**config.mk**
```make
export PLATFORM = sky130hd
export DESIGN_NAME = brch_handler
export DESIGN_NICKNAME = d
export VERILOG_FILES = /design/src/brch_pkg.sv /design/src/brch_handler.sv
export SDC_FILE = /design/constraint.sdc
export NUM_CORES = 2
export LEC_CHECK = 0
export ABC_AREA = 1
export BUFFER_PORTS_ARGS = -buffer_cell sky130_fd_sc_hd__buf_2
export CELL_PAD_IN_SITES_DETAIL_PLACEMENT = 1
export CELL_PAD_IN_SITES_GLOBAL_PLACEMENT = 1
export CORE_UTILIZATION = 45
export CTS_BUF_LIST = sky130_fd_sc_hd__clkbuf_4 sky130_fd_sc_hd__clkbuf_8
export DETAILED_ROUTE_END_ITERATION = 8
export PLACE_DENSITY_LB_ADDON = 0.2
export SETUP_SLACK_MARGIN = 0.02
export SLEW_MARGIN = 20
export SYNTH_ARGS = -nofsm -noshare
export SYNTH_HDL_FRONTEND = slang
export SYNTH_SLANG_ARGS = --single-unit
```
**constraint.sdc**
```tcl
create_clock -name aclk -period 7.1 [get_ports aclk]
set_input_delay 0.355 -clock aclk [delete_from_list [all_inputs] [get_ports aclk]]
set_output_delay 0.355 -clock aclk [all_outputs]
set_load 0.01 [all_outputs]
```
**src/brch_pkg.sv**
```systemverilog
// package: constants and types of the buffer readout command handler
`default_nettype none
package brch_pkg;
    localparam int         ADDR_W    = 8;
    localparam int         BUF_DEPTH = 16;
    localparam int         PTR_W     = 4;
    localparam int         CNT_W     = 5;
    localparam int         NSLOT     = 12;
    localparam int         MAX_SEL   = 6;
    localparam int         SEL_W     = 4;
    localparam int         FRAC_W    = 23;
    localparam int         XFER_W    = 18;
    // register byte offsets
    localparam logic [7:0] REG_CMD    = 8'h00;
    localparam logic [7:0] REG_SEL    = 8'h04;
    localparam logic [7:0] REG_RANGE  = 8'h08;
    localparam logic [7:0] REG_STATUS = 8'h0C;
    localparam logic [7:0] REG_COUNT  = 8'h10;
    localparam logic [7:0] REG_STORE  = 8'h14;
    // field positions
    localparam int         CMD_OP_W      = 4;
    localparam int         CMD_SET_BIT   = 7;
    localparam int         NSEL_LSB      = 24;
    localparam int         NSEL_W        = 3;
    localparam int         RANGE_CNT_LSB = 16;
    localparam int         ST_IDLE_BIT   = 0;
    localparam int         ST_ERR_BIT    = 1;
    localparam int         ST_RUN_BIT    = 2;
    localparam int         STO_START_BIT = 0;
    localparam int         STO_PAUSE_BIT = 1;
    localparam int         STO_RESET_BIT = 2;
    // selector limits
    localparam logic [3:0] SEL_OUT_MAX  = 4'h4;
    localparam logic [3:0] SEL_DISP_MAX = 4'h2;
    localparam logic [3:0] SEL_AUX_MAX  = 4'h4;
    localparam logic [3:0] SEL_COHERENT_SNAPSHOT_QUERY_MAX = 4'hB;
    localparam logic [3:0] SEL_BUF_MAX  = 4'h2;
    localparam logic [2:0] COHERENT_SNAPSHOT_QUERY_MIN     = 3'h2;
    localparam logic [2:0] COHERENT_SNAPSHOT_QUERY_MAX     = 3'h6;
    // answer slots; slot 0 carries the stored count
    localparam logic [3:0] SLOT_COUNT     = 4'h0;
    localparam logic [3:0] SLOT_AUX_BASE  = 4'h4;
    localparam logic [3:0] SLOT_DISP_BASE = 4'h9;
    // exponent handling of compact and ieee points
    localparam logic [8:0] CMP_EXP_BIAS  = 9'h07C;
    localparam logic [8:0] IEEE_EXP_BIAS = 9'h07F;
    localparam logic [8:0] IEEE_EXP_MAX  = 9'h0FE;
    localparam logic [7:0] IEEE_EXP_INF  = 8'hFF;
    localparam logic [1:0] RESP_OKAY     = 2'h0;
    localparam logic [1:0] RESP_SLVERR   = 2'h2;

    typedef enum logic [3:0] {
        OP_OUTPUT  = 4'h1,
        OP_DISPLAY = 4'h2,
        OP_COHERENT_SNAPSHOT_QUERY    = 4'h3,
        OP_AUX     = 4'h4,
        OP_COUNT   = 4'h5,
        OP_ASCII   = 4'h6,
        OP_IEEE    = 4'h7,
        OP_COMPACT = 4'h8
    } brch_op_t;

    typedef enum logic [2:0] {
        S_IDLE = 3'b001,
        S_WORD = 3'b010,
        S_BUF  = 3'b100
    } brch_state_t;

    // ieee singles, except disp1/disp2 which are compact points
    typedef struct packed {
        logic [31:0]       x;
        logic [31:0]       y;
        logic [31:0]       r;
        logic [31:0]       phase;
        logic [3:0][31:0]  aux;
        logic [31:0]       freq;
        logic [31:0]       disp1;
        logic [31:0]       disp2;
    } brch_meas_t;

    typedef struct packed {
        logic [31:0] data;
        logic        last;
    } brch_word_t;

    typedef struct packed {
        logic [7:0] data;
        logic       last;
    } brch_byte_t;
endpackage : brch_pkg
`default_nettype wire

```
**src/brch_handler.sv**
```systemverilog
// module: query and buffer readout command handler with axi4-lite registers
`default_nettype none

// Summary of operation
// RULE1 - output query returns X, Y, R, phase
// RULE2 - display query returns display one or two
// RULE3 - snapshot takes two to six selectors, one instant
// RULE4 - snapshot selectors map one to eleven quantities
// RULE5 - snapshot answers in request order, comma separated
// RULE6 - X/Y and R/phase each latched together
// RULE7 - frequency and aux taken as upstream holds them
// RULE8 - aux query takes selector one to four
// RULE9 - stored count answered anytime, zero after reset
// RULE10 - bin zero oldest, N-1 newest
// RULE11 - buffer read needs valid selector, start, count
// RULE12 - ascii read gives points, last one terminated
// RULE13 - ieee read gives four bytes per point
// RULE14 - idle flag clear until binary transfer ends
// RULE15 - end flag rides with final byte
// RULE16 - binary bytes leave back to back
// RULE17 - host pauses loop storage before reading
// RULE18 - compact point: mantissa, exponent, zero byte
// RULE19 - compact value is mantissa times shifted power
// RULE20 - these queries have no set form
// RULE21 - buffer reset discards points anytime
// RULE22 - bad selector or missing parameter flags error
// RULE23 - binary points ascending, low byte first
module brch_handler
    import brch_pkg::*;
(
    // clock and reset
    input  wire logic              aclk,
    input  wire logic              aresetn,
    // axi4-lite write channels
    input  wire logic [ADDR_W-1:0] awaddr,
    input  wire logic              awvalid,
    output var  logic              awready,
    input  wire logic [31:0]       wdata,
    input  wire logic [3:0]        wstrb,
    input  wire logic              wvalid,
    output var  logic              wready,
    output var  logic [1:0]        bresp,
    output var  logic              bvalid,
    input  wire logic              bready,
    // axi4-lite read channels
    input  wire logic [ADDR_W-1:0] araddr,
    input  wire logic              arvalid,
    output var  logic              arready,
    output var  logic [31:0]       rdata,
    output var  logic [1:0]        rresp,
    output var  logic              rvalid,
    input  wire logic              rready,
    // measurement path
    input  wire brch_meas_t        meas,
    input  wire logic              sample_stb,
    // words to the ascii float formatter
    output var  brch_word_t        fmt_out,
    output var  logic              fmt_valid,
    // raw bytes to the host link
    output var  brch_byte_t        bin_out,
    output var  logic              bin_valid
);
    function automatic logic in_range(input logic [3:0] s, input logic [3:0] max);
        return (s != '0) && (s <= max);
    endfunction : in_range

    // compact m*2^(e-bias) to ieee single; exponent overflow saturates to infinity
    function automatic logic [31:0] to_ieee(input logic [31:0] c);
        logic [15:0] a;
        logic [4:0]  p;
        logic [8:0]  e;
        logic [38:0] sh;
        a  = c[15] ? 16'(-c[15:0]) : c[15:0];
        p  = '0;
        for (int i = 0; i < 16; i++) begin
            if (a[i]) begin
                p = 5'(i);
            end
        end
        e  = 9'(p) + 9'(c[23:16]) + IEEE_EXP_BIAS - CMP_EXP_BIAS;
        sh = 39'(a) << (5'(FRAC_W) - p);
        if (a == '0) begin
            return '0;
        end else if (e > IEEE_EXP_MAX) begin
            return {c[15], IEEE_EXP_INF, 23'h00_0000};
        end
        return {c[15], e[7:0], sh[FRAC_W-1:0]};
    endfunction : to_ieee

    brch_state_t             state_q;
    brch_op_t                op_q;
    brch_op_t                op_in;
    logic                    aw_have_q;
    logic                    w_have_q;
    logic [ADDR_W-1:0]       aw_addr_q;
    logic [31:0]             w_data_q;
    logic [31:0]             cmd_q;
    logic [31:0]             sel_q;
    logic [31:0]             range_q;
    logic                    err_q;
    logic                    run_q;
    logic [CNT_W-1:0]        count_q;
    logic [PTR_W-1:0]        wr_ptr_q;
    logic [31:0]             mem_q [2][BUF_DEPTH];
    logic [NSLOT-1:0][31:0]  slot_q;
    logic [MAX_SEL-1:0][3:0] list_q;
    logic [MAX_SEL-1:0][3:0] list_d;
    logic [2:0]              n_q;
    logic [2:0]              n_d;
    logic [2:0]              idx_q;
    logic                    chan_q;
    logic [PTR_W-1:0]        ptr_q;
    logic [15:0]             left_q;
    logic [1:0]              byte_q;
    logic                    wr_fire;
    logic                    cmd_go;
    logic                    cmd_ok;
    logic                    cmd_take;
    logic [31:0]             raw_pt;
    logic [31:0]             pt_word;
    logic [31:0]             rd_word;
    logic                    rd_hit;
    logic [3:0]              s0;
    logic [2:0]              nsel;
    logic [15:0]             j_in;
    logic [15:0]             k_in;
    logic                    coherent_snapshot_query_ok;

    assign wr_fire  = aw_have_q && w_have_q && !bvalid;
    assign cmd_go   = wr_fire && (aw_addr_q == REG_CMD);
    assign cmd_take = cmd_go && cmd_ok && (state_q == S_IDLE);
    assign s0       = sel_q[SEL_W-1:0];
    assign nsel     = sel_q[NSEL_LSB +: NSEL_W];
    assign j_in     = range_q[RANGE_CNT_LSB-1:0];
    assign k_in     = range_q[RANGE_CNT_LSB +: 16];
    assign raw_pt   = mem_q[chan_q][ptr_q];

    // write side of the bus: address and data may arrive in either order
    always_ff @(posedge aclk) begin
        if (!aresetn) begin
            awready   <= 1'b0;
            wready    <= 1'b0;
            aw_have_q <= 1'b0;
            w_have_q  <= 1'b0;
            aw_addr_q <= '0;
            w_data_q  <= '0;
            bvalid    <= 1'b0;
            bresp     <= RESP_OKAY;
        end else begin
            awready <= awvalid && !awready && !aw_have_q && !bvalid;
            wready  <= wvalid && !wready && !w_have_q && !bvalid;
            if (awvalid && awready) begin
                aw_have_q <= 1'b1;
                aw_addr_q <= awaddr;
            end
            if (wvalid && wready) begin
                w_have_q <= 1'b1;
                w_data_q <= wdata;
            end
            if (wr_fire) begin
                aw_have_q <= 1'b0;
                w_have_q  <= 1'b0;
                bvalid    <= 1'b1;
                bresp     <= (aw_addr_q <= REG_STORE && aw_addr_q[1:0] == 2'h0) ? RESP_OKAY : RESP_SLVERR;
            end else if (bready) begin
                bvalid <= 1'b0;
            end
        end
    end

    logic wstrb_seen_q;
    // parameter registers; writes of partial strobes are taken whole
    always_ff @(posedge aclk) begin
        if (!aresetn) begin
            cmd_q   <= '0;
            sel_q   <= '0;
            range_q <= '0;
        end else if (wr_fire && wstrb_seen_q) begin
            unique case (aw_addr_q)
                REG_CMD:   cmd_q   <= w_data_q;
                REG_SEL:   sel_q   <= w_data_q;
                REG_RANGE: range_q <= w_data_q;
                default:   ;
            endcase
        end
    end

    always_ff @(posedge aclk) begin
        if (!aresetn) begin
            wstrb_seen_q <= 1'b0;
        end else if (wvalid && wready) begin
            wstrb_seen_q <= (wstrb != '0);
        end
    end

    // read side of the bus
    always_comb begin
        rd_hit  = 1'b1;
        rd_word = '0;
        unique case (araddr)
            REG_CMD:    rd_word = cmd_q;
            REG_SEL:    rd_word = sel_q;
            REG_RANGE:  rd_word = range_q;
            REG_STATUS: begin
                rd_word[ST_IDLE_BIT] = (state_q == S_IDLE);
                rd_word[ST_ERR_BIT]  = err_q;
                rd_word[ST_RUN_BIT]  = run_q;
            end
            REG_COUNT:  rd_word = 32'(count_q);
            REG_STORE:  rd_word = '0;
            default:    rd_hit = 1'b0;
        endcase
    end

    always_ff @(posedge aclk) begin
        if (!aresetn) begin
            arready <= 1'b0;
            rvalid  <= 1'b0;
            rdata   <= '0;
            rresp   <= RESP_OKAY;
        end else begin
            arready <= arvalid && !arready && !rvalid;
            if (arvalid && arready) begin
                rvalid <= 1'b1;
                rdata  <= rd_word;
                rresp  <= rd_hit ? RESP_OKAY : RESP_SLVERR;
            end else if (rready) begin
                rvalid <= 1'b0;
            end
        end
    end

    // display buffers; loop mode keeps the newest BUF_DEPTH points
    always_ff @(posedge aclk) begin
        if (!aresetn) begin
            run_q    <= 1'b0;
            count_q  <= '0;
            wr_ptr_q <= '0;
        // RULE21 reset discards points
        end else if (wr_fire && aw_addr_q == REG_STORE && w_data_q[STO_RESET_BIT]) begin
            run_q    <= 1'b0;
            count_q  <= '0;
            wr_ptr_q <= '0;
        end else begin
            if (wr_fire && aw_addr_q == REG_STORE && w_data_q[STO_START_BIT]) begin
                run_q <= 1'b1;
            end else if (wr_fire && aw_addr_q == REG_STORE && w_data_q[STO_PAUSE_BIT]) begin
                run_q <= 1'b0;
            end
            if (run_q && sample_stb) begin
                wr_ptr_q <= wr_ptr_q + 1'b1;
                if (count_q != CNT_W'(BUF_DEPTH)) begin
                    count_q <= count_q + 1'b1;
                end
            end
        end
    end

    always_ff @(posedge aclk) begin
        if (run_q && sample_stb) begin
            mem_q[0][wr_ptr_q] <= meas.disp1;
            mem_q[1][wr_ptr_q] <= meas.disp2;
        end
    end

    // command check and answer list
    always_comb begin
        op_in   = brch_op_t'(w_data_q[CMD_OP_W-1:0]);
        list_d  = sel_q[MAX_SEL*SEL_W-1:0];
        n_d     = 3'h1;
        coherent_snapshot_query_ok = (nsel >= COHERENT_SNAPSHOT_QUERY_MIN) && (nsel <= COHERENT_SNAPSHOT_QUERY_MAX);
        for (int i = 0; i < MAX_SEL; i++) begin
            if (3'(i) < nsel && !in_range(list_d[i], SEL_COHERENT_SNAPSHOT_QUERY_MAX)) begin
                coherent_snapshot_query_ok = 1'b0;
            end
        end
        unique case (op_in)
            // RULE1 output selectors
            OP_OUTPUT:  cmd_ok = nsel == 3'h1 && in_range(s0, SEL_OUT_MAX);
            // RULE2 display selectors
            OP_DISPLAY: begin
                cmd_ok    = nsel == 3'h1 && in_range(s0, SEL_DISP_MAX);
                list_d[0] = s0 + SLOT_DISP_BASE;
            end
            // RULE3 RULE4 snapshot selectors
            OP_COHERENT_SNAPSHOT_QUERY: begin
                cmd_ok = coherent_snapshot_query_ok;
                n_d    = nsel;
            end
            // RULE8 aux selector
            OP_AUX: begin
                cmd_ok    = nsel == 3'h1 && in_range(s0, SEL_AUX_MAX);
                list_d[0] = s0 + SLOT_AUX_BASE;
            end
            // RULE9 count anytime
            OP_COUNT: begin
                cmd_ok    = 1'b1;
                list_d[0] = SLOT_COUNT;
            end
            // RULE11 buffer read range
            OP_ASCII, OP_IEEE, OP_COMPACT:
                cmd_ok = nsel == 3'h1 && in_range(s0, SEL_BUF_MAX) && k_in != '0
                         && (17'(j_in) + 17'(k_in)) <= 17'(count_q);
            default:    cmd_ok = 1'b0;
        endcase
        // RULE20 query only
        if (w_data_q[CMD_SET_BIT]) begin
            cmd_ok = 1'b0;
        end
    end

    // RULE22 error flag, set wins over clear
    always_ff @(posedge aclk) begin
        if (!aresetn) begin
            err_q <= 1'b0;
        end else if (cmd_go && !cmd_take) begin
            err_q <= 1'b1;
        end else if (wr_fire && aw_addr_q == REG_STATUS && w_data_q[ST_ERR_BIT]) begin
            err_q <= 1'b0;
        end
    end

    // RULE6 RULE7 every quantity latched at one edge
    always_ff @(posedge aclk) begin
        if (!aresetn) begin
            slot_q <= '0;
        end else if (cmd_take) begin
            slot_q <= {to_ieee(meas.disp2), to_ieee(meas.disp1), meas.freq, meas.aux,
                       meas.phase, meas.r, meas.y, meas.x, 32'(count_q)};
        end
    end

    // RULE18 RULE19 point forms
    assign pt_word = (op_q == OP_COMPACT) ? {8'h00, raw_pt[23:0]} : to_ieee(raw_pt);

    // answer sequencer
    always_ff @(posedge aclk) begin
        if (!aresetn) begin
            state_q   <= S_IDLE;
            op_q      <= OP_COUNT;
            list_q    <= '0;
            n_q       <= 3'h1;
            idx_q     <= '0;
            chan_q    <= 1'b0;
            ptr_q     <= '0;
            left_q    <= '0;
            byte_q    <= '0;
            fmt_out   <= '0;
            fmt_valid <= 1'b0;
            bin_out   <= '0;
            bin_valid <= 1'b0;
        end else begin
            fmt_valid <= 1'b0;
            bin_valid <= 1'b0;
            unique case (state_q)
                S_IDLE: begin
                    if (cmd_take) begin
                        op_q   <= op_in;
                        list_q <= list_d;
                        n_q    <= n_d;
                        idx_q  <= '0;
                        chan_q <= (s0 == SEL_BUF_MAX);
                        // RULE10 bin zero is oldest
                        ptr_q  <= wr_ptr_q - PTR_W'(count_q) + j_in[PTR_W-1:0];
                        left_q <= k_in;
                        byte_q <= '0;
                        state_q <= (op_in inside {OP_ASCII, OP_IEEE, OP_COMPACT}) ? S_BUF : S_WORD;
                    end
                end
                S_WORD: begin
                    // RULE5 request order, last marked
                    fmt_valid    <= 1'b1;
                    fmt_out.data <= slot_q[list_q[idx_q]];
                    fmt_out.last <= (idx_q == n_q - 1'b1);
                    idx_q        <= idx_q + 1'b1;
                    if (idx_q == n_q - 1'b1) begin
                        state_q <= S_IDLE;
                    end
                end
                S_BUF: begin
                    if (op_q == OP_ASCII) begin
                        // RULE12 one point per word
                        fmt_valid    <= 1'b1;
                        fmt_out.data <= to_ieee(raw_pt);
                        fmt_out.last <= (left_q == 16'h0001);
                        ptr_q        <= ptr_q + 1'b1;
                        left_q       <= left_q - 1'b1;
                        if (left_q == 16'h0001) begin
                            state_q <= S_IDLE;
                        end
                    end else begin
                        // RULE13 RULE16 RULE23 four bytes per point, low first
                        bin_valid    <= 1'b1;
                        bin_out.data <= pt_word[{byte_q, 3'b000} +: 8];
                        // RULE15 end flag on final byte
                        bin_out.last <= (left_q == 16'h0001) && (byte_q == 2'h3);
                        byte_q       <= byte_q + 1'b1;
                        if (byte_q == 2'h3) begin
                            ptr_q  <= ptr_q + 1'b1;
                            left_q <= left_q - 1'b1;
                            // RULE14 idle only after last byte
                            if (left_q == 16'h0001) begin
                                state_q <= S_IDLE;
                            end
                        end
                    end
                end
            endcase
        end
    end

    // checking aids: bytes and words sent since the command was taken
    logic [XFER_W-1:0] tx_cnt_q;
    logic [XFER_W-1:0] wd_cnt_q;
    logic [15:0]       k_q;
    always_ff @(posedge aclk) begin
        if (!aresetn || cmd_take) begin
            tx_cnt_q <= '0;
            wd_cnt_q <= '0;
            k_q      <= aresetn ? k_in : '0;
        end else begin
            tx_cnt_q <= tx_cnt_q + XFER_W'(bin_valid);
            wd_cnt_q <= wd_cnt_q + XFER_W'(fmt_valid);
        end
    end

    property p_idle_busy;
        @(posedge aclk) disable iff (!aresetn) bin_valid && !bin_out.last |-> state_q == S_BUF;
    endproperty
    a_idle_busy: assert property (p_idle_busy) else $error("idle flag set mid transfer"); // RULE14

    property p_four_k;
        @(posedge aclk) disable iff (!aresetn) bin_valid && bin_out.last |-> tx_cnt_q + 1'b1 == {k_q, 2'b00};
    endproperty
    a_four_k: assert property (p_four_k) else $error("binary length not four per bin"); // RULE13

    property p_eoi_end;
        @(posedge aclk) disable iff (!aresetn) bin_valid && bin_out.last |=> !bin_valid [*2];
    endproperty
    a_eoi_end: assert property (p_eoi_end) else $error("byte after end flag"); // RULE15

    property p_no_gap;
        @(posedge aclk) disable iff (!aresetn) bin_valid && !bin_out.last |=> bin_valid;
    endproperty
    a_no_gap: assert property (p_no_gap) else $error("gap in binary stream"); // RULE16

    property p_zero_top;
        @(posedge aclk) disable iff (!aresetn)
            bin_valid && op_q == OP_COMPACT && tx_cnt_q[1:0] == 2'h3 |-> bin_out.data == 8'h00;
    endproperty
    a_zero_top: assert property (p_zero_top) else $error("compact top byte not zero"); // RULE18

    property p_range_err;
        @(posedge aclk) disable iff (!aresetn)
            cmd_go && state_q == S_IDLE && op_in == OP_IEEE && (17'(j_in) + 17'(k_in)) > 17'(count_q)
            |=> err_q && state_q == S_IDLE ##1 !bin_valid;
    endproperty
    a_range_err: assert property (p_range_err) else $error("overrun read not refused"); // RULE11

    property p_reset_zero;
        @(posedge aclk) disable iff (!aresetn)
            wr_fire && aw_addr_q == REG_STORE && w_data_q[STO_RESET_BIT] |=> count_q == '0 && !run_q;
    endproperty
    a_reset_zero: assert property (p_reset_zero) else $error("buffer reset left points"); // RULE21

    property p_word_count;
        @(posedge aclk) disable iff (!aresetn)
            fmt_valid && fmt_out.last |-> wd_cnt_q + 1'b1 == (op_q == OP_ASCII ? XFER_W'(k_q) : XFER_W'(n_q));
    endproperty
    a_word_count: assert property (p_word_count) else $error("wrong number of answer words"); // RULE5
endmodule : brch_handler
`default_nettype wire

```
== After elaboration in Yosys (flattened, before gate mapping) ==
Memories as Yosys holds them, arrays and structs flattened. A register that Yosys moved wholly into a read port is not among the register bits.
Cells that the tools add are included.

* Input port bits: 412
* Memories kept: 1
* Bits in registers: 652
* Bits in writable memories: 1024

* Equality and inequality tests: 33
* Bitwise operators: 4
* Reduce and logical (&&, ||, !) cells: 100
* Add/sub/neg operators: 31
* Shift operators: 5
* Mux-type cells: 144
* Order comparisons: 27

{| class="wikitable"
|+ Memory list
! memory !! depth !! width !! rd ports !! clocked after memory_dff !! wr ports !! RTL line !! RTL
|-
| mem_q || 2 || 512 || 1 || 1 || 2 || brch_handler.sv:104 || <nowiki>logic [31:0] mem_q [2][BUF_DEPTH];</nowiki>
|}

{| class="wikitable"
|+ Operators by type and width
! cell !! count
|-
| two-way mux 512 bit || 1
|-
| two-way mux 32 bit || 15
|-
| binary-select mux 32 bit (select 4 bit) || 2
|-
| two-way mux 5 bit || 49
|-
| demux 32 bit (select 4 bit) || 1
|-
| case mux 29 bit (4 select lines) || 1
|-
| two-way mux 16 bit || 6
|-
| left shift 16 x 5 -> 23 bit || 4
|-
| case mux 33 bit (2 select lines) || 1
|-
| zero test 16 bit || 3
|-
| two-way mux 24 bit || 2
|-
| negator 16 bit || 3
|-
| logical AND 1 bit || 47
|-
| two-way mux 1 bit || 39
|-
| adder 5 x 8 -> 9 bit || 4
|-
| adder 9 x 7 -> 9 bit (second input constant) || 4
|-
| greater-than comparator 9 x 8 -> 1 bit (second input constant) || 4
|-
| subtractor 9 x 7 -> 9 bit (second input constant) || 4
|-
| two-way mux 33 bit || 1
|-
| == test 8 x 4 -> 1 bit (second input constant) || 4
|-
| case mux 16 bit (2 select lines) || 1
|-
| indexed part select 32 x 6 -> 8 bit || 1
|-
| nonzero test 4 bit || 7
|-
| == test 8 x 5 -> 1 bit (second input constant) || 3
|-
| 65 further kinds || 137
|}

== Longest topological paths before layout ==
* Depth after elaboration: 36
* Gate-level depth with buffers: 50

== Least setup slack after synthesis ==
Ideal clock, no wire load.

* Path kind: reg-to-reg
* Start: register ptr_q[0]
* End: register bin_out[5] in the netlist's numbering
* Buffers on the path: 4
* Setup slack: 2.004 ns
* Cell stages (with the launch flop): 45
* Library setup time: 0.070 ns
* Data arrival time: 5.026 ns
* Data required time: 7.030 ns
* Cell sequence: dfxtp_1 buf_2 inv_2 buf_6 buf_4 nand3_1 nand3_1 nand2_1 nand2_1 nand3_1 nand2_1 ha_1 nand3_2 nor2_4 inv_2 nor2_2 inv_2 nor2_1 (+9 left out) buf_2 ha_1 fa_1 a21oi_1 nor2_1 nor2_1 nor3_1 xnor2_1 nand3_1 nand2_1 inv_1 nand2_1 nand2_1 o311ai_0 inv_1 nand2_1 nand2_1 a21oi_1

* Longest elaborated chain between the ends: 30

{| class="wikitable"
|+ Ends and longest elaborated chain
! what !! RTL line !! RTL
|-
| start, declared || brch_handler.sv:112 || <nowiki>logic [PTR_W-1:0] ptr_q;</nowiki>
|-
| start signal, assigned || brch_handler.sv:364 || <nowiki>ptr_q <= wr_ptr_q - PTR_W'(count_q) + j_in[PTR_W-1:0];</nowiki>
|-
| start signal, assigned || brch_handler.sv:386 || <nowiki>ptr_q <= ptr_q + 1'b1;</nowiki>
|-
| start signal, assigned || brch_handler.sv:399 || <nowiki>ptr_q <= ptr_q + 1'b1;</nowiki>
|-
| inverter 4 -> 5 bit (implied by the code) * || brch_handler.sv:136 || <nowiki>assign raw_pt = mem_q[chan_q][ptr_q];</nowiki>
|-
| binary-select mux 32 bit (select 4 bit) * || brch_handler.sv:136 ||
|-
| two-way mux 24 bit (implied by the code) * (2 in a row) || brch_handler.sv:136 ||
|-
| negator 16 bit || brch_handler.sv:73 || <nowiki>a = c[15] ? 16'(-c[15:0]) : c[15:0];</nowiki>
|-
| two-way mux 16 bit || brch_handler.sv:73 ||
|-
| two-way mux 1 bit || -- ||
|-
| two-way mux 5 bit || -- ||
|-
| two-way mux 5 bit (13 in a row) || brch_handler.sv:76 || <nowiki>if (a[i]) begin</nowiki>
|-
| adder 5 x 8 -> 9 bit || brch_handler.sv:80 || <nowiki>e = 9'(p) + 9'(c[23:16]) + IEEE_EXP_BIAS - CMP_EXP_BIAS;</nowiki>
|-
| adder 9 x 7 -> 9 bit || brch_handler.sv:80 ||
|-
| subtractor 9 x 7 -> 9 bit || brch_handler.sv:80 ||
|-
| greater-than comparator 9 x 8 -> 1 bit || brch_handler.sv:84 || <nowiki>end else if (e > IEEE_EXP_MAX) begin</nowiki>
|-
| two-way mux 1 bit || brch_handler.sv:84 ||
|-
| two-way mux 1 bit || brch_handler.sv:82 || <nowiki>if (a == '0) begin</nowiki>
|-
| two-way mux 32 bit || brch_handler.sv:87 || <nowiki>return {c[15], e[7:0], sh[FRAC_W-1:0]};</nowiki>
|-
| two-way mux 32 bit * || brch_handler.sv:334 || <nowiki>assign pt_word = (op_q == OP_COMPACT) ? {8'h00, raw_pt[23:0]} : to_ieee(raw_pt);</nowiki>
|-
| indexed part select 32 x 6 -> 8 bit * || brch_handler.sv:394 || <nowiki>bin_out.data <= pt_word[{byte_q, 3'b000} +: 8];</nowiki>
|-
| end, declared || brch_handler.sv:60 || <nowiki>output var brch_byte_t bin_out,</nowiki>
|}

Every way passes the cells marked *; elsewhere a longest branch is shown, timed or not. The select of a mux whose other input is x is not followed.
A chain may end at the register's enable or synchronous reset.

== Worst setup path in the final report ==
* Start: register ptr_q[0]
* End: register bin_out[3] in the netlist's numbering

Same word-level chain as after synthesis.

==> summary.md <==
| Metric | Value |
|---|---|
| Least-Margin Pin Slew | 1.48 ns |
| Status | finished with violations |
| CP Class | reg2reg |
| CP required | 7.95 ns |
| CTS tree | built |
| First DRT Iteration DRCs | 6802 |
| Ys async rst share | 0% |
| 1st-pass router iterations | 9 |
| Post-DR wirelength/cell | 26.9 um |
| Post-CTS setup buffers | 0 |
| Area after DPL | 66800 sq um |
| Antenna viol nets, final | 0 |
| Area of the multi-input gates | 22900 sq um |
| Final setup viols | 0 |
| Clk buf depth | 3 |
| DRC violations left | 0 |
| Total routed wirelength | ~270 mm |
| Initial antenna violation count | between 80 and 90 |
| Syn Inst Count | around 7000 |
| HPWL after detailed placement | around 150 mm |
| Number of port buffers | about 480 |
| Vias in the first global route | 60895 |
| HP Class | in2reg |
| Width of the chip | 376 um |
| Reg area | 36100 sq um |
| Synth top area cells | edfxtp_1, dfxtp_1, o21ai_0, nor2_1, nand2_1 |
| CP endpoint kind | flop |
| Critical path peak fanout | between 70 and 80 |
| Skew final | 0.0958 ns |
| Setup TNS | 0 ns |
| Max cap viols | 1 |
| Worst-Skew Late Latency | between 1 and 1.5 ns |
| RSZ-0062 raised after global routing | false |
| # rows | 136 |
| Area leader, netlist | edfxtp_1 |
| Area grow syn2layout | 21.5% |
| Global-route wire length before repair | 386 mm |
| Worst EP arrival | 7.41 ns |
| Starting Density | 45.6% |
| Via count | 59849 |
| Clock-pin slew on the worst setup and hold paths | 0.08 ns |
| Mean Syn Cell Area | around 9 sq um |
| Minimum clock period after layout | 6.57 ns |
| Final Instance Area | 76500 sq um |
| Layout Nets | about 8300 |
| Root Buffer | clkbuf_8 |
| Core area | 138000 sq um |
| Max-slew violation count | 0 |
| Yosys reg bits | around 1400 |
| Critical Path Source Type | flop |
| Synth top area share | 36.6% |
| Vias per inst | 6.05 |
| Rel. slew slack | 1.13% |
| Pin count of the biggest net entering global routing | 180 |
| H-tree depth | 4 |
| Failing checks | max-capacitance violations |
| Leak Pwr | approximately 0.029 uW |
| Commonest cells after routing, fill and taps aside | o21ai_0, nor2_1, nand2_1, edfxtp_1, dfxtp_1 |
| Aggregate global-route resource usage | 36.4% |
| CTS sink cnt | between 1000 and 1500 |
| Most common cell on crit path | nand2_1 |
| Share of layout cells above drive strength 1 | 13.5% |
| Sequential area share after synthesis | 57.3% |
| CP peak stage delay | 0.44 ns |
| GPL Wtd Cong | 0.920 |
| Fmax | approximately 0.15 GHz |
| Post-synth EDFFs | 768 |
| Tcrit/Tclk final | 92.5% |
| Yosys warns | 0 |
| Grt total ovfl | 0 |
| Worst ir drop on vdd | a little under 200 uV |
| Ys flop type | edfxtp_1 |
| Post-Syn Area | 62900 sq um |
| CTS Buf Count | 234 |
| Synth cell types | 65 |
| Die Y | 376 um |
| Commonest non-fill, non-tap cell in the layout | o21ai_0 |
| Fillers | 15877 |
| Critical path's slowest cell | dfxtp_4 |
| Final hold violation count | 0 |
| Die ar. | 141000 sq um |
| Io pins | 497 |
| Pwr dens | approximately 280 nW/um^2 |
-- routing by layer --
| layer | part of all wire (%) | track usage, % | wire length, um | up-vias |
|---|---|---|---|---|
| li1 | - | - | - | 25921 |
| met1 | 39 | 45.1 | 104000 | 29631 |
| met2 | 45 | 57.2 | 121000 | 3096 |
| met3 | 9.3 | 10.8 | 24800 | 1165 |
| met4 | 6.3 | 19.3 | 16700 | 36 |
| met5 | 0.083 | 1.30 | 222 | - |
-- timing repair --
item	4_1_cts	5_1_grt
hold buffers	452	0
endpoints found under the setup margin	0	6
hold endpoints to repair	1220	0
gates resized for setup	0	3
-- final timing paths --
check                              from                  endpoint  slack, ns  depth (start not counted)
hold reg to reg   w_have_q$_SDFFE_PP0P_         wready$_SDFF_PN0_       0.42                          1
setup reg to reg  ptr_q[0]$_SDFFE_PN0P_   bin_out[3]$_SDFFE_PN0P_       0.53                         38
setup / recovery  ptr_q[0]$_SDFFE_PN0P_   bin_out[3]$_SDFFE_PN0P_       0.53                         38
hold / removal                meas[156]  slot_q[220]$_SDFFE_PN0P_       0.09                          4
-- per-stage QoR --
stage / setup slack (ns) / total power, uW / utilization (%) / instances / hold slack (ns)
finish: 0.533 / 21400 / 55.3 / 9899 / 0.0890
global route: 0.0817 / 22300 / 55.3 / 9881 / 0.0828
CTS: 0.552 / 21300 / 55.2 / 9831 / 0.0120
detailed placement: 0.637 / 13500 / 48.3 / 8958 / 0.417
global placement: 0.800 / 13400 / 48.3 / 8958 / 0.410
floorplan: 2.00 / 11900 / - / 6990 / 0.396
-- state kept, by name (all words and copies together) (netlist names), 5 cells and up, named ones only --
signal     flops
mem_q        768
slot_q       357
fmt_out       33
rdata         32
range_q       32
count_q        5
w_data_q      32
left_q        16
sel_q         32
list_q        24
bin_out        9
cmd_q         32
aw_addr_q      8
-- critical path: cells and delay by family, from the launching register on --
family / cells / cell delay [ns]
XOR/XNOR: 1 / 0.12
buffers and inverters: 5 / 0.65
AND/OR/NAND/NOR: 22 / 3.00
flip-flops: 1 / 0.44
adder cells (fa/ha/maj): 3 / 0.81
AO/OA/AOI/OAI: 7 / 1.20
-- power breakdown --
part / leakage, uW / switching [uW] / internal [uW]
clock: 0.00261 / 3650 / 4170
combinational: 0.0146 / 3360 / 1510
sequential: 0.0122 / 67.8 / 8690
-- Yosys cell counts (8+ instances only) --
library cell	count
inv_1	512
nor2_1	904
a32oi_1	17
buf_1	22
a21oi_1	586
buf_4	24
xnor2_1	16
buf_2	57
nand4_1	25
nor2_2	8
o22ai_1	77
dfxtp_1	651
a211oi_1	9
nor3_1	38
inv_2	19
ha_1	69
o21ai_0	1056
or2_2	19
xor2_1	43
clkinv_1	14
a31oi_1	29
a32o_1	24
o31ai_1	8
nor4_1	20
edfxtp_1	768
nand2_2	9
buf_6	21
clkbuf_1	344
o221ai_1	117
o211ai_1	50
nand3_1	409
o21ai_1	76
nand2_1	873
-- layout make-up --
type,instances,area share (%)
clock inverters,82,0.982
repair buffers,1027,10.3
well taps,1863,3.05
multi-input cells,4557,30.0
diodes,66,0.216
flip-flops and latches,1419,47.2
clock buffers,339,5.51
inverters,546,2.72
-- kinds of logic after synthesis --
group | Yosys count | share of synthesized area (%)
flip-flops | 1419 | 57.3
XOR/XNOR | 60 | 0.847
AO/OA/AOI/OAI | 2089 | 18.3
other | 1 | 0.00596
multiplexers | 1 | 0.0159
AND/OR/NAND/NOR | 2329 | 15.3
adder cells (fa/ha/maj) | 76 | 1.59
buffers and inverters | 1014 | 6.56
(Power assumes the default switching activity.)
